==> config.mk <==
export PLATFORM = sky130hd
export DESIGN_NAME = btob_core
export DESIGN_NICKNAME = d
export VERILOG_FILES = /design/src/btob_pkg.sv /design/src/btob_qphase.sv /design/src/btob_core.sv
export VERILOG_INCLUDE_DIRS = /design/src
export SDC_FILE = /design/constraint.sdc
export NUM_CORES = 1
export LEC_CHECK = 0
export BUFFER_PORTS_ARGS = -buffer_cell sky130_fd_sc_hd__buf_2
export CORE_ASPECT_RATIO = 0.9
export CORE_MARGIN = 4
export CORE_UTILIZATION = 57
export CTS_BUF_LIST = sky130_fd_sc_hd__clkbuf_8 sky130_fd_sc_hd__clkbuf_16
export DETAILED_ROUTE_END_ITERATION = 6
export GPL_TIMING_DRIVEN = 0
export PLACE_DENSITY_LB_ADDON = 0.3
export SETUP_SLACK_MARGIN = 0.15
export SLEW_MARGIN = 20
export SYNTH_ARGS = -nofsm -noshare
export SYNTH_HDL_FRONTEND = slang
export SYNTH_HIERARCHICAL = 1
export SYNTH_SLANG_ARGS = --single-unit
export TNS_END_PERCENT = 1
==> constraint.sdc <==
create_clock -name mclk -period 5.03 [get_ports mclk]
set_input_delay 0.7545 -clock mclk [delete_from_list [all_inputs] [get_ports mclk]]
set_output_delay 0.7545 -clock mclk [all_outputs]
set_load 0.01 [all_outputs]
==> src/btob_defs.svh <==
// Purpose: Constants for the bit-test, bit-invert and overflow-branch executor
// Assumes: 16-bit instruction words, 12-bit data addresses, 21-bit byte program counter
// Notes:   Wishbone register offsets are byte addresses of aligned 32-bit words
`ifndef BTOB_DEFS_SVH
`define BTOB_DEFS_SVH

// Opcode fields
`define BTOB_OP_SKIP_SET    4'hA
`define BTOB_OP_SKIP_CLR    4'hB
`define BTOB_OP_INVERT      4'h7
`define BTOB_OP_BRANCH_OVF  8'hE4

// Instruction field positions
`define BTOB_BIT_HI         11
`define BTOB_BIT_LO         9
`define BTOB_ACC_BIT        8

// Access bank split: low file addresses map to bank 0, high ones to the top bank
`define BTOB_ACC_SPLIT      8'h80
`define BTOB_ACC_HI_BANK    4'hF
`define BTOB_ACC_LO_BANK    4'h0

// Sequential step of the program counter in bytes
`define BTOB_PC_STEP        21'h000002

// Last quarter phase of an instruction cycle, after which the counter wraps to 0
`define BTOB_QPHASES        2'h3

// Register offsets
`define BTOB_REG_BANK       4'h0
`define BTOB_REG_STATUS     4'h4
`define BTOB_REG_LAST       4'h8

// Field positions and reset values
`define BTOB_ST_OVF         0
`define BTOB_ST_BUSY        1
`define BTOB_BANK_RST       4'h0
`define BTOB_OVF_RST        1'h0

`endif

==> src/btob_pkg.sv <==
// Purpose: Types for the bit-test, bit-invert and overflow-branch executor
// Assumes: Constants live in btob_defs.svh
// Notes:   None
package btob_pkg;

  typedef enum logic [1:0] {
    BTOB_K_NONE,
    BTOB_K_SKIP,
    BTOB_K_INVERT,
    BTOB_K_BRANCH
  } btob_kind_e;

  typedef enum logic [1:0] {
    BTOB_S_IDLE,
    BTOB_S_EXEC,
    BTOB_S_NOP
  } btob_state_e;

  typedef logic [20:0] btob_pc_t;
  typedef logic [11:0] btob_daddr_t;

endpackage : btob_pkg

==> src/btob_qphase.sv <==
// Purpose: Quarter-phase counter dividing mclk into Q1..Q4 of an instruction cycle
// Assumes: One instruction cycle is four mclk cycles
// Notes:   Phase 0 is Q1
`timescale 1ns/1ps
`default_nettype none
`include "btob_defs.svh"

module btob_qphase (
  input  wire logic       mclk,   // System clock
  input  wire logic       nrst,   // Async reset, active low
  output var  logic [1:0] qph     // Current quarter phase
);

  logic [1:0] next_qph;

  always_comb begin
    next_qph = (qph == `BTOB_QPHASES) ? 2'h0 : qph + 2'h1;
  end

  always_ff @(posedge mclk or negedge nrst) begin
    if (!nrst) begin
      qph <= 2'h0;
    end else begin
      qph <= next_qph;
    end
  end

endmodule : btob_qphase
`default_nettype wire

==> src/btob_core.sv <==
// Purpose: Executes bit-test-skip, bit-invert and overflow-branch instructions
// Assumes: Data memory read is combinational; instruction offered at Q1 with its PC
// Notes:   Registers reached over classic Wishbone; status flag ovf is written only over Wishbone, never by the executor
//
// Added by the designer: the placing of the registers and the Wishbone interface to the registers.
`timescale 1ns/1ps
`default_nettype none
`include "btob_defs.svh"

module btob_core (
  input  wire logic                  mclk,           // System clock, 40 MHz
  input  wire logic                  nrst,           // Async reset, active low
  input  wire logic                  instr_valid,    // Instruction offered in Q1
  input  wire logic [15:0]           instr_word,     // Instruction word
  input  wire btob_pkg::btob_pc_t    instr_pc,       // Address of the instruction
  input  wire logic                  next_two_word,  // Prefetched word starts a two-word instruction
  output var  logic                  instr_ready,    // Executor can take an instruction at Q1
  output var  logic                  instr_done,     // Last Q4 of the instruction
  output var  logic                  nop_cycle,      // Flush cycle in progress
  output var  logic                  flush_prefetch, // Discard the prefetched word
  output var  btob_pkg::btob_daddr_t dm_addr,        // Data memory address
  output var  logic                  dm_re,          // Data memory read
  input  wire logic [7:0]            dm_rdata,       // Data memory read data
  output var  logic [7:0]            dm_wdata,       // Data memory write data
  output var  logic                  dm_we,          // Data memory write in Q4
  output var  logic                  pc_load,        // Load program counter in Q4
  output var  btob_pkg::btob_pc_t    pc_value,       // New program counter
  input  wire logic                  wb_cyc_i,       // Wishbone cycle
  input  wire logic                  wb_stb_i,       // Wishbone strobe
  input  wire logic                  wb_we_i,        // Wishbone write
  input  wire logic [3:0]            wb_adr_i,       // Wishbone byte address
  input  wire logic [3:0]            wb_sel_i,       // Wishbone byte selects
  input  wire logic [31:0]           wb_dat_i,       // Wishbone write data
  output var  logic [31:0]           wb_dat_o,       // Wishbone read data
  output var  logic                  wb_ack_o        // Wishbone acknowledge
);
  import btob_pkg::*;

  function automatic btob_kind_e classify(input logic [15:0] w);
    if (w[15:12] == `BTOB_OP_SKIP_SET || w[15:12] == `BTOB_OP_SKIP_CLR) begin
      return BTOB_K_SKIP;
    end else if (w[15:12] == `BTOB_OP_INVERT) begin
      return BTOB_K_INVERT;
    end else if (w[15:8] == `BTOB_OP_BRANCH_OVF) begin
      return BTOB_K_BRANCH;
    end
    return BTOB_K_NONE;
  endfunction : classify

  logic [1:0] qph;

  btob_qphase u_qph (
    .mclk (mclk),
    .nrst (nrst),
    .qph  (qph)
  );

  // Register file
  logic [3:0]  bank_select_reg;
  logic        ovf;
  logic [1:0]  last_cycles;
  logic [3:0]  next_bank;
  logic        next_ovf;
  logic [31:0] next_wb_dat;
  logic        next_wb_ack;
  logic        wb_hit;

  // Executor state
  btob_state_e state;
  btob_kind_e  kind;
  logic [15:0] iw;
  btob_pc_t    ipc;
  logic        two_word;
  logic [7:0]  rdata;
  logic        nop_left;
  logic [1:0]  cyc_cnt;

  btob_state_e next_state;
  btob_kind_e  next_kind;
  logic [15:0] next_iw;
  btob_pc_t    next_ipc;
  logic        next_two_word_l;
  logic [7:0]  next_rdata;
  logic        next_nop_left;
  logic [1:0]  next_cyc_cnt;
  logic [1:0]  next_last;
  logic        next_ready;
  logic        next_done;
  logic        next_nop_cycle;
  logic        next_flush;
  btob_daddr_t next_dm_addr;
  logic        next_dm_re;
  logic [7:0]  next_dm_wdata;
  logic        next_dm_we;
  logic        next_pc_load;
  btob_pc_t    next_pc_value;

  logic        take;
  logic        bit_val;
  logic        do_skip;
  logic        do_jump;
  logic [7:0]  fsel;
  logic [2:0]  bsel;

  assign wb_hit = wb_cyc_i && wb_stb_i && !wb_ack_o;
  assign take   = (state == BTOB_S_IDLE) && (qph == 2'h0) && instr_valid;
  assign fsel   = take ? instr_word[7:0] : iw[7:0];
  assign bsel   = iw[`BTOB_BIT_HI:`BTOB_BIT_LO];
  assign bit_val = dm_rdata[bsel];
  // Bit 12 separates skip-if-clear from skip-if-set
  assign do_skip = (kind == BTOB_K_SKIP) && (bit_val == ~iw[12]);
  assign do_jump = (kind == BTOB_K_BRANCH) && ovf;

  always_comb begin
    next_bank   = bank_select_reg;
    next_ovf    = ovf;
    next_wb_dat = 32'h00000000;
    next_wb_ack = wb_hit;
    if (wb_hit && wb_we_i && wb_sel_i[0]) begin
      unique case (wb_adr_i)
        `BTOB_REG_BANK:   next_bank = wb_dat_i[3:0];
        `BTOB_REG_STATUS: next_ovf  = wb_dat_i[`BTOB_ST_OVF];
        default:          next_bank = bank_select_reg;
      endcase
    end
    if (wb_hit && !wb_we_i) begin
      unique case (wb_adr_i)
        `BTOB_REG_BANK:   next_wb_dat = {28'h0000000, bank_select_reg};
        `BTOB_REG_STATUS: next_wb_dat = {30'h00000000, state != BTOB_S_IDLE, ovf};
        `BTOB_REG_LAST:   next_wb_dat = {30'h00000000, last_cycles};
        default:          next_wb_dat = 32'h00000000;
      endcase
    end
  end

  always_ff @(posedge mclk or negedge nrst) begin
    if (!nrst) begin
      bank_select_reg <= `BTOB_BANK_RST;
      ovf             <= `BTOB_OVF_RST;
      wb_dat_o        <= 32'h00000000;
      wb_ack_o        <= 1'b0;
    end else begin
      bank_select_reg <= next_bank;
      ovf             <= next_ovf;
      wb_dat_o        <= next_wb_dat;
      wb_ack_o        <= next_wb_ack;
    end
  end

  always_comb begin
    next_state      = state;
    next_kind       = kind;
    next_iw         = iw;
    next_ipc        = ipc;
    next_two_word_l = two_word;
    next_rdata      = rdata;
    next_nop_left   = nop_left;
    next_cyc_cnt    = cyc_cnt;
    next_last       = last_cycles;
    next_dm_addr    = dm_addr;
    next_dm_re      = dm_re;
    next_dm_wdata   = dm_wdata;
    next_dm_we      = 1'b0;
    next_pc_load    = 1'b0;
    next_pc_value   = pc_value;
    next_done       = 1'b0;
    next_flush      = flush_prefetch;
    next_nop_cycle  = nop_cycle;
    unique case (state)
      BTOB_S_IDLE: begin
        if (take) begin
          next_state      = BTOB_S_EXEC;
          next_kind       = classify(instr_word);
          next_iw         = instr_word;
          next_ipc        = instr_pc;
          next_two_word_l = next_two_word;
          next_cyc_cnt    = 2'h1;
          next_dm_re      = (classify(instr_word) == BTOB_K_SKIP) || (classify(instr_word) == BTOB_K_INVERT);
          if (instr_word[`BTOB_ACC_BIT]) begin
            next_dm_addr = {bank_select_reg, fsel};
          end else if (fsel < `BTOB_ACC_SPLIT) begin
            next_dm_addr = {`BTOB_ACC_LO_BANK, fsel};
          end else begin
            next_dm_addr = {`BTOB_ACC_HI_BANK, fsel};
          end
        end
      end
      BTOB_S_EXEC: begin
        if (qph == 2'h1) begin
          next_rdata = dm_rdata;
        end else if (qph == 2'h2) begin
          next_dm_re = 1'b0;
          if (kind == BTOB_K_INVERT) begin
            next_dm_wdata = rdata ^ (8'h01 << bsel);
            next_dm_we    = 1'b1;
          end
          if (do_jump) begin
            next_pc_load  = 1'b1;
            next_pc_value = ipc + `BTOB_PC_STEP + {{12{iw[7]}}, iw[7:0], 1'b0};
          end
          next_flush    = do_skip || do_jump;
          next_nop_left = do_skip && two_word;
        end else if (qph == 2'h3) begin
          if (flush_prefetch) begin
            next_state     = BTOB_S_NOP;
            next_nop_cycle = 1'b1;
            next_flush     = 1'b0;
          end else begin
            next_state = BTOB_S_IDLE;
            next_done  = 1'b0;
            next_last  = cyc_cnt;
          end
        end
        if (qph == 2'h2 && !do_skip && !do_jump) begin
          next_done = 1'b1;
        end
      end
      BTOB_S_NOP: begin
        if (qph == 2'h2 && !nop_left) begin
          next_done = 1'b1;
        end
        if (qph == 2'h3) begin
          next_cyc_cnt = cyc_cnt + 2'h1;
          if (nop_left) begin
            next_nop_left = 1'b0;
          end else begin
            next_state     = BTOB_S_IDLE;
            next_nop_cycle = 1'b0;
            next_last      = cyc_cnt + 2'h1;
          end
        end
      end
    endcase
    next_ready = (next_state == BTOB_S_IDLE);
  end

  // Status flags are never driven from here, ovf is only read
  always_ff @(posedge mclk or negedge nrst) begin
    if (!nrst) begin
      state          <= BTOB_S_IDLE;
      kind           <= BTOB_K_NONE;
      iw             <= 16'h0000;
      ipc            <= 21'h000000;
      two_word       <= 1'b0;
      rdata          <= 8'h00;
      nop_left       <= 1'b0;
      cyc_cnt        <= 2'h0;
      last_cycles    <= 2'h0;
      instr_ready    <= 1'b1;
      instr_done     <= 1'b0;
      nop_cycle      <= 1'b0;
      flush_prefetch <= 1'b0;
      dm_addr        <= 12'h000;
      dm_re          <= 1'b0;
      dm_wdata       <= 8'h00;
      dm_we          <= 1'b0;
      pc_load        <= 1'b0;
      pc_value       <= 21'h000000;
    end else begin
      state          <= next_state;
      kind           <= next_kind;
      iw             <= next_iw;
      ipc            <= next_ipc;
      two_word       <= next_two_word_l;
      rdata          <= next_rdata;
      nop_left       <= next_nop_left;
      cyc_cnt        <= next_cyc_cnt;
      last_cycles    <= next_last;
      instr_ready    <= next_ready;
      instr_done     <= next_done;
      nop_cycle      <= next_nop_cycle;
      flush_prefetch <= next_flush;
      dm_addr        <= next_dm_addr;
      dm_re          <= next_dm_re;
      dm_wdata       <= next_dm_wdata;
      dm_we          <= next_dm_we;
      pc_load        <= next_pc_load;
      pc_value       <= next_pc_value;
    end
  end

endmodule : btob_core
`default_nettype wire

# Word-level counts from Yosys, hierarchy flattened
# Cells that the tools add are included.
# Widths: inputs -> output; s select.
[word_totals]
register_bits = 140
latchBits = 0
ram_bits = 0
rom_bits = 0
input_bits = 92
out_inout_bits = 81
word_cells = 166
memories = 0
[op_classes]
n_addsub = 4
mul = 0
n_div = 0
magnitude_cmp = 2
n_eq_ne = 26
n_shift = 1
muxes = 64
n_bitwise = 3
reduce_logical = 42
[ops]
columns = ["op", "count"]
rows = [
  ["$mux 2", 22],
  ["$mux 1", 29],
  ["$mux 12", 2],
  ["$add 21x2->21 const B", 1],
  ["$add 21x21->21", 1],
  ["$ne 2x2->1 const B", 9],
  ["$reduce_and 4->1", 4],
  ["$reduce_and 7->1", 2],
  ["$logic_and 1x1->1", 13],
  ["$eq 2x2->1 const B", 6],
  ["$eq 4x4->1 const B", 3],
  ["$pmux 4 s3", 1],
  ["$reduce_bool 2->1", 5],
  ["$eq 2x1->1 const B", 4],
  ["$eq 4x3->1 const B", 2],
  ["$eq 8x8->1 const B", 1],
  ["$lt 8x8->1 const B", 1],
  ["$mux 8", 1],
  ["$pmux 1 s2", 4],
  ["$pmux 2 s2", 2],
  ["$reduce_and 2->1", 4],
  ["$shl 1x3->8 const A", 1],
  ["$xor 8x8->8", 1],
  ["$logic_not 2->1", 3],
  ["11 further kinds", 20],
]

# Longest topological paths before layout
# Gate-level depths: netlist of run 1.
[depth]
depth_word = 13
mapped_depth = 11
mapped_depth_nobuf = 11

# Cells and area by module
# The synthesis of run 1 kept the hierarchy.
[by_module_without_submodules]
columns = ["module", "instances", "cells_per_inst", "area_per_inst_um2", "seq_area_each_um2"]
rows = [
  ["btob_core", 1, 640, 5920.7, 2728.9],
  ["btob_qphase", 1, 4, 66.3, 50.0],
]

# Worst setup path before layout of run 1
# OpenSTA, ideal clock, no wires.
[synth_timing]
path_type = "register to register"
start = "reg iw[1]"
end = "reg pc_value[20]"
setup_time_ns = 0.092
arrival_time_ns = 2.465
t_required_ns = 4.938
setup_slack_ns = 2.473
path_stages_with_launch = 10
n_path_buf = 0
synth_period_minus_slack_ns = 2.557
cell_sequence = "dfrtp_1 ha_1 ha_1 fa_1 a21o_1 a221o_1 a311o_1 nand2_1 a21oi_1 o31ai_2"
[synth_via]
elab_chain_len = 1
[synth_rtl]
columns = ["element", "line", "source"]
rows = [
  ["start: declaration", "btob_core.sv:71", "logic [15:0] iw;"],
  ["start signal: assignment", "btob_core.sv:262", "iw <= next_iw;"],
  ["$add 21x21->21", "btob_core.sv:199", "next_pc_value = ipc + `BTOB_PC_STEP + {{12{iw[7]}}, iw[7:0], 1'b0};"],
  ["end signal: assignment", "btob_core.sv:278", "pc_value <= next_pc_value;"],
  ["end: declaration", "btob_core.sv:27", "output var btob_pkg::btob_pc_t pc_value,"],
]
# Every way passes these cells.
# A chain may end at the register's enable or synchronous reset.

# Worst setup path in the final report of run 1
[layout_timing]
start = "reg iw[7]"
end = "reg pc_value[15]"
# Same word-level chain as after synthesis.

==> results of run 1 <==
[power by group]
group,switching (µW),internal (µW),total (µW)
Clock,360,353,713
Combinational,1200,903,2100
Sequential,180,1150,1330
Total,1740,2410,4150
[per-stage QoR]
step	total power (µW)	hold slack [ps]
final	4150	278
after global routing	4490	294
after CTS	4160	281
after detailed placement	3410	442
after global placement	3340	439
after floorplan	2830	421
[cell usage in the layout, fill, tap and decap left out, types with 11 or more instances in the layout]
cell / synthesis / routed
mux2_2: 15 / 15
ha_1: 42 / 42
nand2_1: 176 / 176
a21oi_1: 35 / 35
o21ai_0: 35 / 35
buf_2: 4 / 116
xnor2_1: 15 / 15
buf_4: 29 / 29
nand3_1: 11 / 11
nor2_1: 35 / 35
clkbuf_1: 18 / 18
conb_1: 1 / 28
dfrtp_1: 110 / 110
[worst max path at each step]
stage,endpoint
6_report,pc_value[15]
2_1_floorplan,pc_value[20]
3_3_place_gp,pc_value[15]
5_1_grt,pc_value[15]
3_5_place_dp,pc_value[15]
4_1_cts,pc_value[15]
[area by class of cell]
class	instances	area [µm²]	area share [%]
Buffer	53	315	4.41
Timing Repair Buffer	114	599	8.38
Clock buffer	9	225	3.15
Clock inverter	7	77.6	1.08
Inverter	11	41.3	0.577
Tap cell	129	161	2.26
Sequential cell	111	2780	38.9
Multi-Input combinational cell	496	2950	41.3
[worst max-delay path, cell delays in order, from the launching register on]
cell and delay (ps):
dfrtp_1 690, ha_1 340, ha_1 400, a21oi_1 260
o21ai_0 140, a311oi_1 570, o21ba_2 260, xor2_1 200
o21ai_0 100
[kinds of logic (layout without fill, tap and decap cells)]
logic type	Yosys count	count (layout)	share of synthesized area (%)
compound gates	107	107	11.0
xor+xnor	25	25	3.66
fa+ha+maj	43	43	9.11
buf+inv	64	194	5.96
flops	111	111	46.4
mux	23	23	4.16
other cells	1	28	0.0626
simple gates	270	270	19.7
[metal layers]
metal	vias to the layer above	share of wire (%)	global-route usage, %
li1	2442	-	-
met1	2395	46	35.2
met2	183	45	37.3
met3	12	7.3	4.13
met4	0	0.91	5.30
met5	-	0	0
==> key figures, run 1 <==
Yosys
  – Synth top cells by count: 176 x nand2_1, 110 x dfrtp_1, 42 x ha_1
  – Netlist Area Pre-Place: ~6000 µm²
  – Number of synthesized flops with an enable pin: 0
  – Yosys reg bits: around 110
  – Avg Cell Area, Syn: roughly 9.3 µm²
  – Largest area contributor in the netlist: dfrtp_1
  – Distinct cells, synth: 56
  – Most used standard cell by instance count after synthesis: nand2_1
  – Largest cells by area after synthesis: dfrtp_1 46%, nand2_1 11%, ha_1 8.8%
  – Synth async-reset ratio: 100%
  – Synth warn: 6
  – Area share of the leading cell type in the synthesized netlist: a little under half
  – Primary FF master, synth: dfrtp_1
  – Seq/Total Area, Yosys: roughly 46%
  – Number of cells produced by synthesis: 644

Clocking
  – Setup bufs post-CTS: 0
  – CTS max path bufs: 2
  – Skew-Pair Late Insertion Delay: between 300 and 400 ps
  – # H-tree levels: 3
  – Total clock buffers created by CTS: 9
  – Hold Buf Count CTS: 0
  – CTS resizes: 0
  – Sink Count: around 110
  – CTS tree: done
  – Root buf cell: clkbuf_16
  – Clk pin slew, worst setup/hold paths: roughly 80 ps

Final layout
  – Final instance area: ~7000 µm²
  – Post-route insts no fill: between 900 and 1,000
  – Layout area overhead: 19.5%
  – Share of cells above drive strength 1: between 20% and 30%
  – Filler cell count: ~830
  – Final net count: around 930
  – Antenna Cells: 0
  – Largest regs: ipc: 21 flops, pc_value: 21 flops
  – End-of-flow core utilization: between 60 and 70%

Placed design
  – Gpl congestion: 0.939
  – Dpl hpwl: approximately 11,000 µm
  – Pre-CTS setup slack: around 1900 ps
  – Inst Count DP: 914
  – Dpl cell area: 6850 µm²
  – PortBufs: between 100 and 150

Setup path
  – Crit end category: register
  – Startpoint Class: register
  – Critical Path AT: about 3300 ps
  – Critical path peak fanout: 14
  – Worst EP required: about 5200 ps
  – RR Endpoint: pc_value[15]
  – Worst Setup SP: iw[7]
  – Reg2Reg Depth: 8
  – R2R setup slack: around 1900 ps
  – WS Path Type: register to register
  – R2r startpoint: iw[7]

Detailed routing
  – Drt first pass iters: 5
  – DR vias: 5,032
  – Final WL: approximately 14,000 µm
  – Post-route ant nets: 0
  – DR WL/cell: approximately 15 µm
  – DRC Markers: 0
  – Vias/cell: approximately 5.4
  – DR iter-0 viols: ~420

Die
  – Initial Utilization: slightly below 60%
  – Rows: 35
  – IO Pins: 173
  – Die X: approximately 120 µm
  – Die Ht: 105 µm
  – Die ar.: 12,200 µm²
  – Area of the core: just over 10,000 µm²

STA
  – Peak Freq: between 0.3 and 0.4 GHz
  – PnR worst setup slack: approximately 1900 ps
  – RSZ-0062 raised after global routing: false
  – Crit path time final: between 3000 and 4000 ps
  – Endpoints failing hold: 0
  – Total Negative Setup Slacks: 0 ps
  – Slew @ Worst Pin: approximately 600 ps
  – Final worst-path cycle share: a little over 60%
  – Pins over their slew limit: 0
  – Setup violations, final: 0
  – Slew headroom: between 50 and 60%
  – Skew final: slightly above 9 ps

GRT
  – Largest net degree at the start of global routing: 82
  – Global Route Usage Sum: between 20% and 30%
  – Initial antenna violation count: 0
  – Vias in the first global route: roughly 5,000
  – First-pass GRT wire length: between 20,000 and 25,000 µm
  – Overflow after GRT: 0

Pwr
  – Pwr dens: 580 nW/µm²
  – Leakage: 0.00378 µW
  – Peak supply drop: between 0.0003 and 0.0004 V

Hold path
  – Worst Hold Class: input pin to async pin

Outcome
  – Outcome: finished clean

Flow run
  – Max-capacitance violation count: 0
Note: power is estimated with default switching activity, not from simulation.
==> run 2, diff against run 1 <==
- ABC_AREA: not set -> 1
- CORE_UTILIZATION: 57 -> 53
- clock period: 5.03 -> 3 ns (I/O delays scaled with it)
==> key figures, run 2 <==
Final layout
  – Largest regs: ipc: 21 flops, pc_value: 21 flops
  – Most common cell after layout, fill and taps aside: nand2_1
  – Antenna Cells: 0
  – Share of cells above drive strength 1: between 20% and 30%
  – Layout area overhead: 20.6%
  – Post-route insts no fill: ~1,000
  – Most frequent cells in the layout: 262 x nand2_1, 120 x buf_2, 110 x dfrtp_1
  – Final net count: between 1,000 and 1,500

STA
  – Slew headroom: 60.9%
  – Endpoints failing hold: 0
  – Pins over their slew limit: 0
  – Final worst-path cycle share: between 80% and 90%
  – Crit path time final: 2530 ps
  – Setup violations, final: 0
  – Skew final: 9.86 ps
  – RSZ-0062 raised after global routing: false
  – Total Negative Setup Slacks: 0 ps
  – Peak Freq: between 0.3 and 0.4 GHz
  – Slew @ Worst Pin: between 500 and 600 ps

Hold path
  – Worst Hold Class: input pin to register

Clocking
  – Root buf cell: clkbuf_16
  – Setup bufs post-CTS: 0
  – Sink Count: 111
  – Skew-Pair Late Insertion Delay: 350 ps
  – CTS max path bufs: 2
  – Clk pin slew, worst setup/hold paths: 70 ps
  – Total clock buffers created by CTS: 9
  – # H-tree levels: 3
  – CTS tree: done

GRT
  – Overflow after GRT: 0
  – Global Route Usage Sum: a little over a fifth
  – Initial antenna violation count: 0
  – First-pass GRT wire length: approximately 23,000 µm
  – Largest net degree at the start of global routing: 75
  – Vias in the first global route: approximately 4,700

Flow run
  – Max-capacitance violation count: 0

Detailed routing
  – DR vias: about 5,000
  – Final WL: ~14,000 µm
  – DR WL/cell: 13.3 µm
  – DRC Markers: 0
  – DR iter-0 viols: around 240
  – Post-route ant nets: 0
  – Drt first pass iters: 5
  – Vias/cell: around 5

Yosys
  – Avg Cell Area, Syn: 8.22 µm²
  – Number of synthesized flops with an enable pin: 0
  – Synth top cells by count: 262 x nand2_1, 110 x dfrtp_1, 50 x inv_1
  – Number of cells produced by synthesis: ~730
  – Distinct cells, synth: 36
  – Yosys reg bits: 111
  – Synth warn: 6
  – Primary FF master, synth: dfrtp_1
  – Most used standard cell by instance count after synthesis: nand2_1
  – Largest area contributor in the netlist: dfrtp_1
  – Area share of the leading cell type in the synthesized netlist: ~46%
  – Synth async-reset ratio: 100%
  – Netlist Area Pre-Place: about 6000 µm²
  – Largest cells by area after synthesis: dfrtp_1 46%, nand2_1 16%, ha_1 8.7%
  – Seq/Total Area, Yosys: a little under half

Pwr
  – Leakage: ~0.0041 µW
  – Psw: 2550 µW
  – Seq pwr share: ~34%
  – Sw frac: between 30 and 40%
  – Pwr dens: just under 900 nW/µm²
  – Clock power share: 20.8%
  – P_int: roughly 3800 µW
  – Comb pwr share: ~45%
  – Peak supply drop: 0.000507 V

Die
  – Die X: roughly 120 µm
  – Area of the core: 10,900 µm²
  – Die Ht: around 110 µm
  – Initial Utilization: 54.9%
  – IO Pins: between 150 and 200
  – Rows: 36
  – Die ar.: ~13,000 µm²

Setup path
  – Worst EP required: 3230 ps
  – Startpoint Class: register
  – Critical Path AT: ~2800 ps
  – R2R setup slack: around 470 ps
  – Crit end category: register
  – Critical path peak fanout: 14
  – WS Path Type: register to register

Outcome
  – Outcome: finished clean

Placed design
  – Gpl congestion: 0.923
  – Dpl hpwl: 10,700 µm
  – Inst Count DP: approximately 1,000
  – PortBufs: around 110
[run 2: cell type report]
class                   count  area [µm²]
fillers                   963        3690
multi-input cells         552        2850
flip-flops and latches    111        2780
repair buffers            115         609
plain buffers              43         292
clock buffers              10         239
inverters                  53         199
well taps                 152         190
clock inverters             6        97.6
[run 2: routing by layer]
layer,up-vias,wire (µm),global-route usage (%)
met4,0,136,4.61
met3,14,907,4.88
li1,2613,-,-
met5,-,0,0
met1,2325,6590,31.2
met2,147,6280,34.1
[run 2: timing repair]
item,in CTS,in global routing
resized for setup,0,0
hold buffers,1,0
endpoints found under the hold margin,1,0
[run 2: logic make-up (layout without fill, tap and decap cells)]
logic type	count (synthesis)	count (layout)	synth area share, %
DFF	111	111	46.2
other	1	28	0.0623
xor gates and xnor gates	15	15	2.18
muxes	11	11	2.06
AOI/OAI and AO/OA	86	86	7.43
buffers and inverters	96	227	8.15
adders and majority gates	43	43	9.07
and+or+nand+nor	369	369	24.8
[run 2: per-stage QoR]
step / hold slack [ps] / util (%) / area (µm²) / power [µW] / setup WS [ps]
floorplan: 154 / - / 6120 / 4270 / 891
global placement: 426 / 62.8 / 6870 / 4960 / 185
detailed placement: 377 / 63.1 / 6910 / 5040 / 493
CTS: 284 / 66.3 / 7250 / 6410 / 478
global route: 302 / 66.3 / 7250 / 6940 / 251
finish: 294 / 66.3 / 7250 / 6390 / 469
[run 2: critical path, cell delays in order (launching register included)]
cell and delay (ps):
dfrtp_1 720, ha_1 340, ha_1 370, a21oi_1 210, a21boi_0 190, nand3_1 180, nand2_1 170, nand3_1 90
nand3_1 90, nand2_1 50
[run 2: path summary, 6_finish.rpt]
kind / startpoint / endpoint / depth (start not counted)
worst min register to register: wb_ack_o / wb_ack_o / 1
max in group asynchronous: nrst / instr_ready / 3
worst min-delay path: instr_pc[3] / ipc[3] / 3
worst max-delay path: iw[7] / pc_value[19] / 9
worst max register to register: iw[7] / pc_value[19] / 9
min in group asynchronous: nrst / pc_value[3] / 2
[run 2: power by group through the flow]
| stage | combinational, µW | sequential [µW] | clock (µW) |
|---|---|---|---|
| 2_1_floorplan | 2070 | 2200 | 0 |
| 3_3_place_gp | 2770 | 2190 | 0 |
| 3_5_place_dp | 2830 | 2200 | 0 |
| 4_1_cts | 2870 | 2180 | 1360 |
| 5_1_grt | 3280 | 2240 | 1420 |
| 6_report | 2880 | 2180 | 1330 |
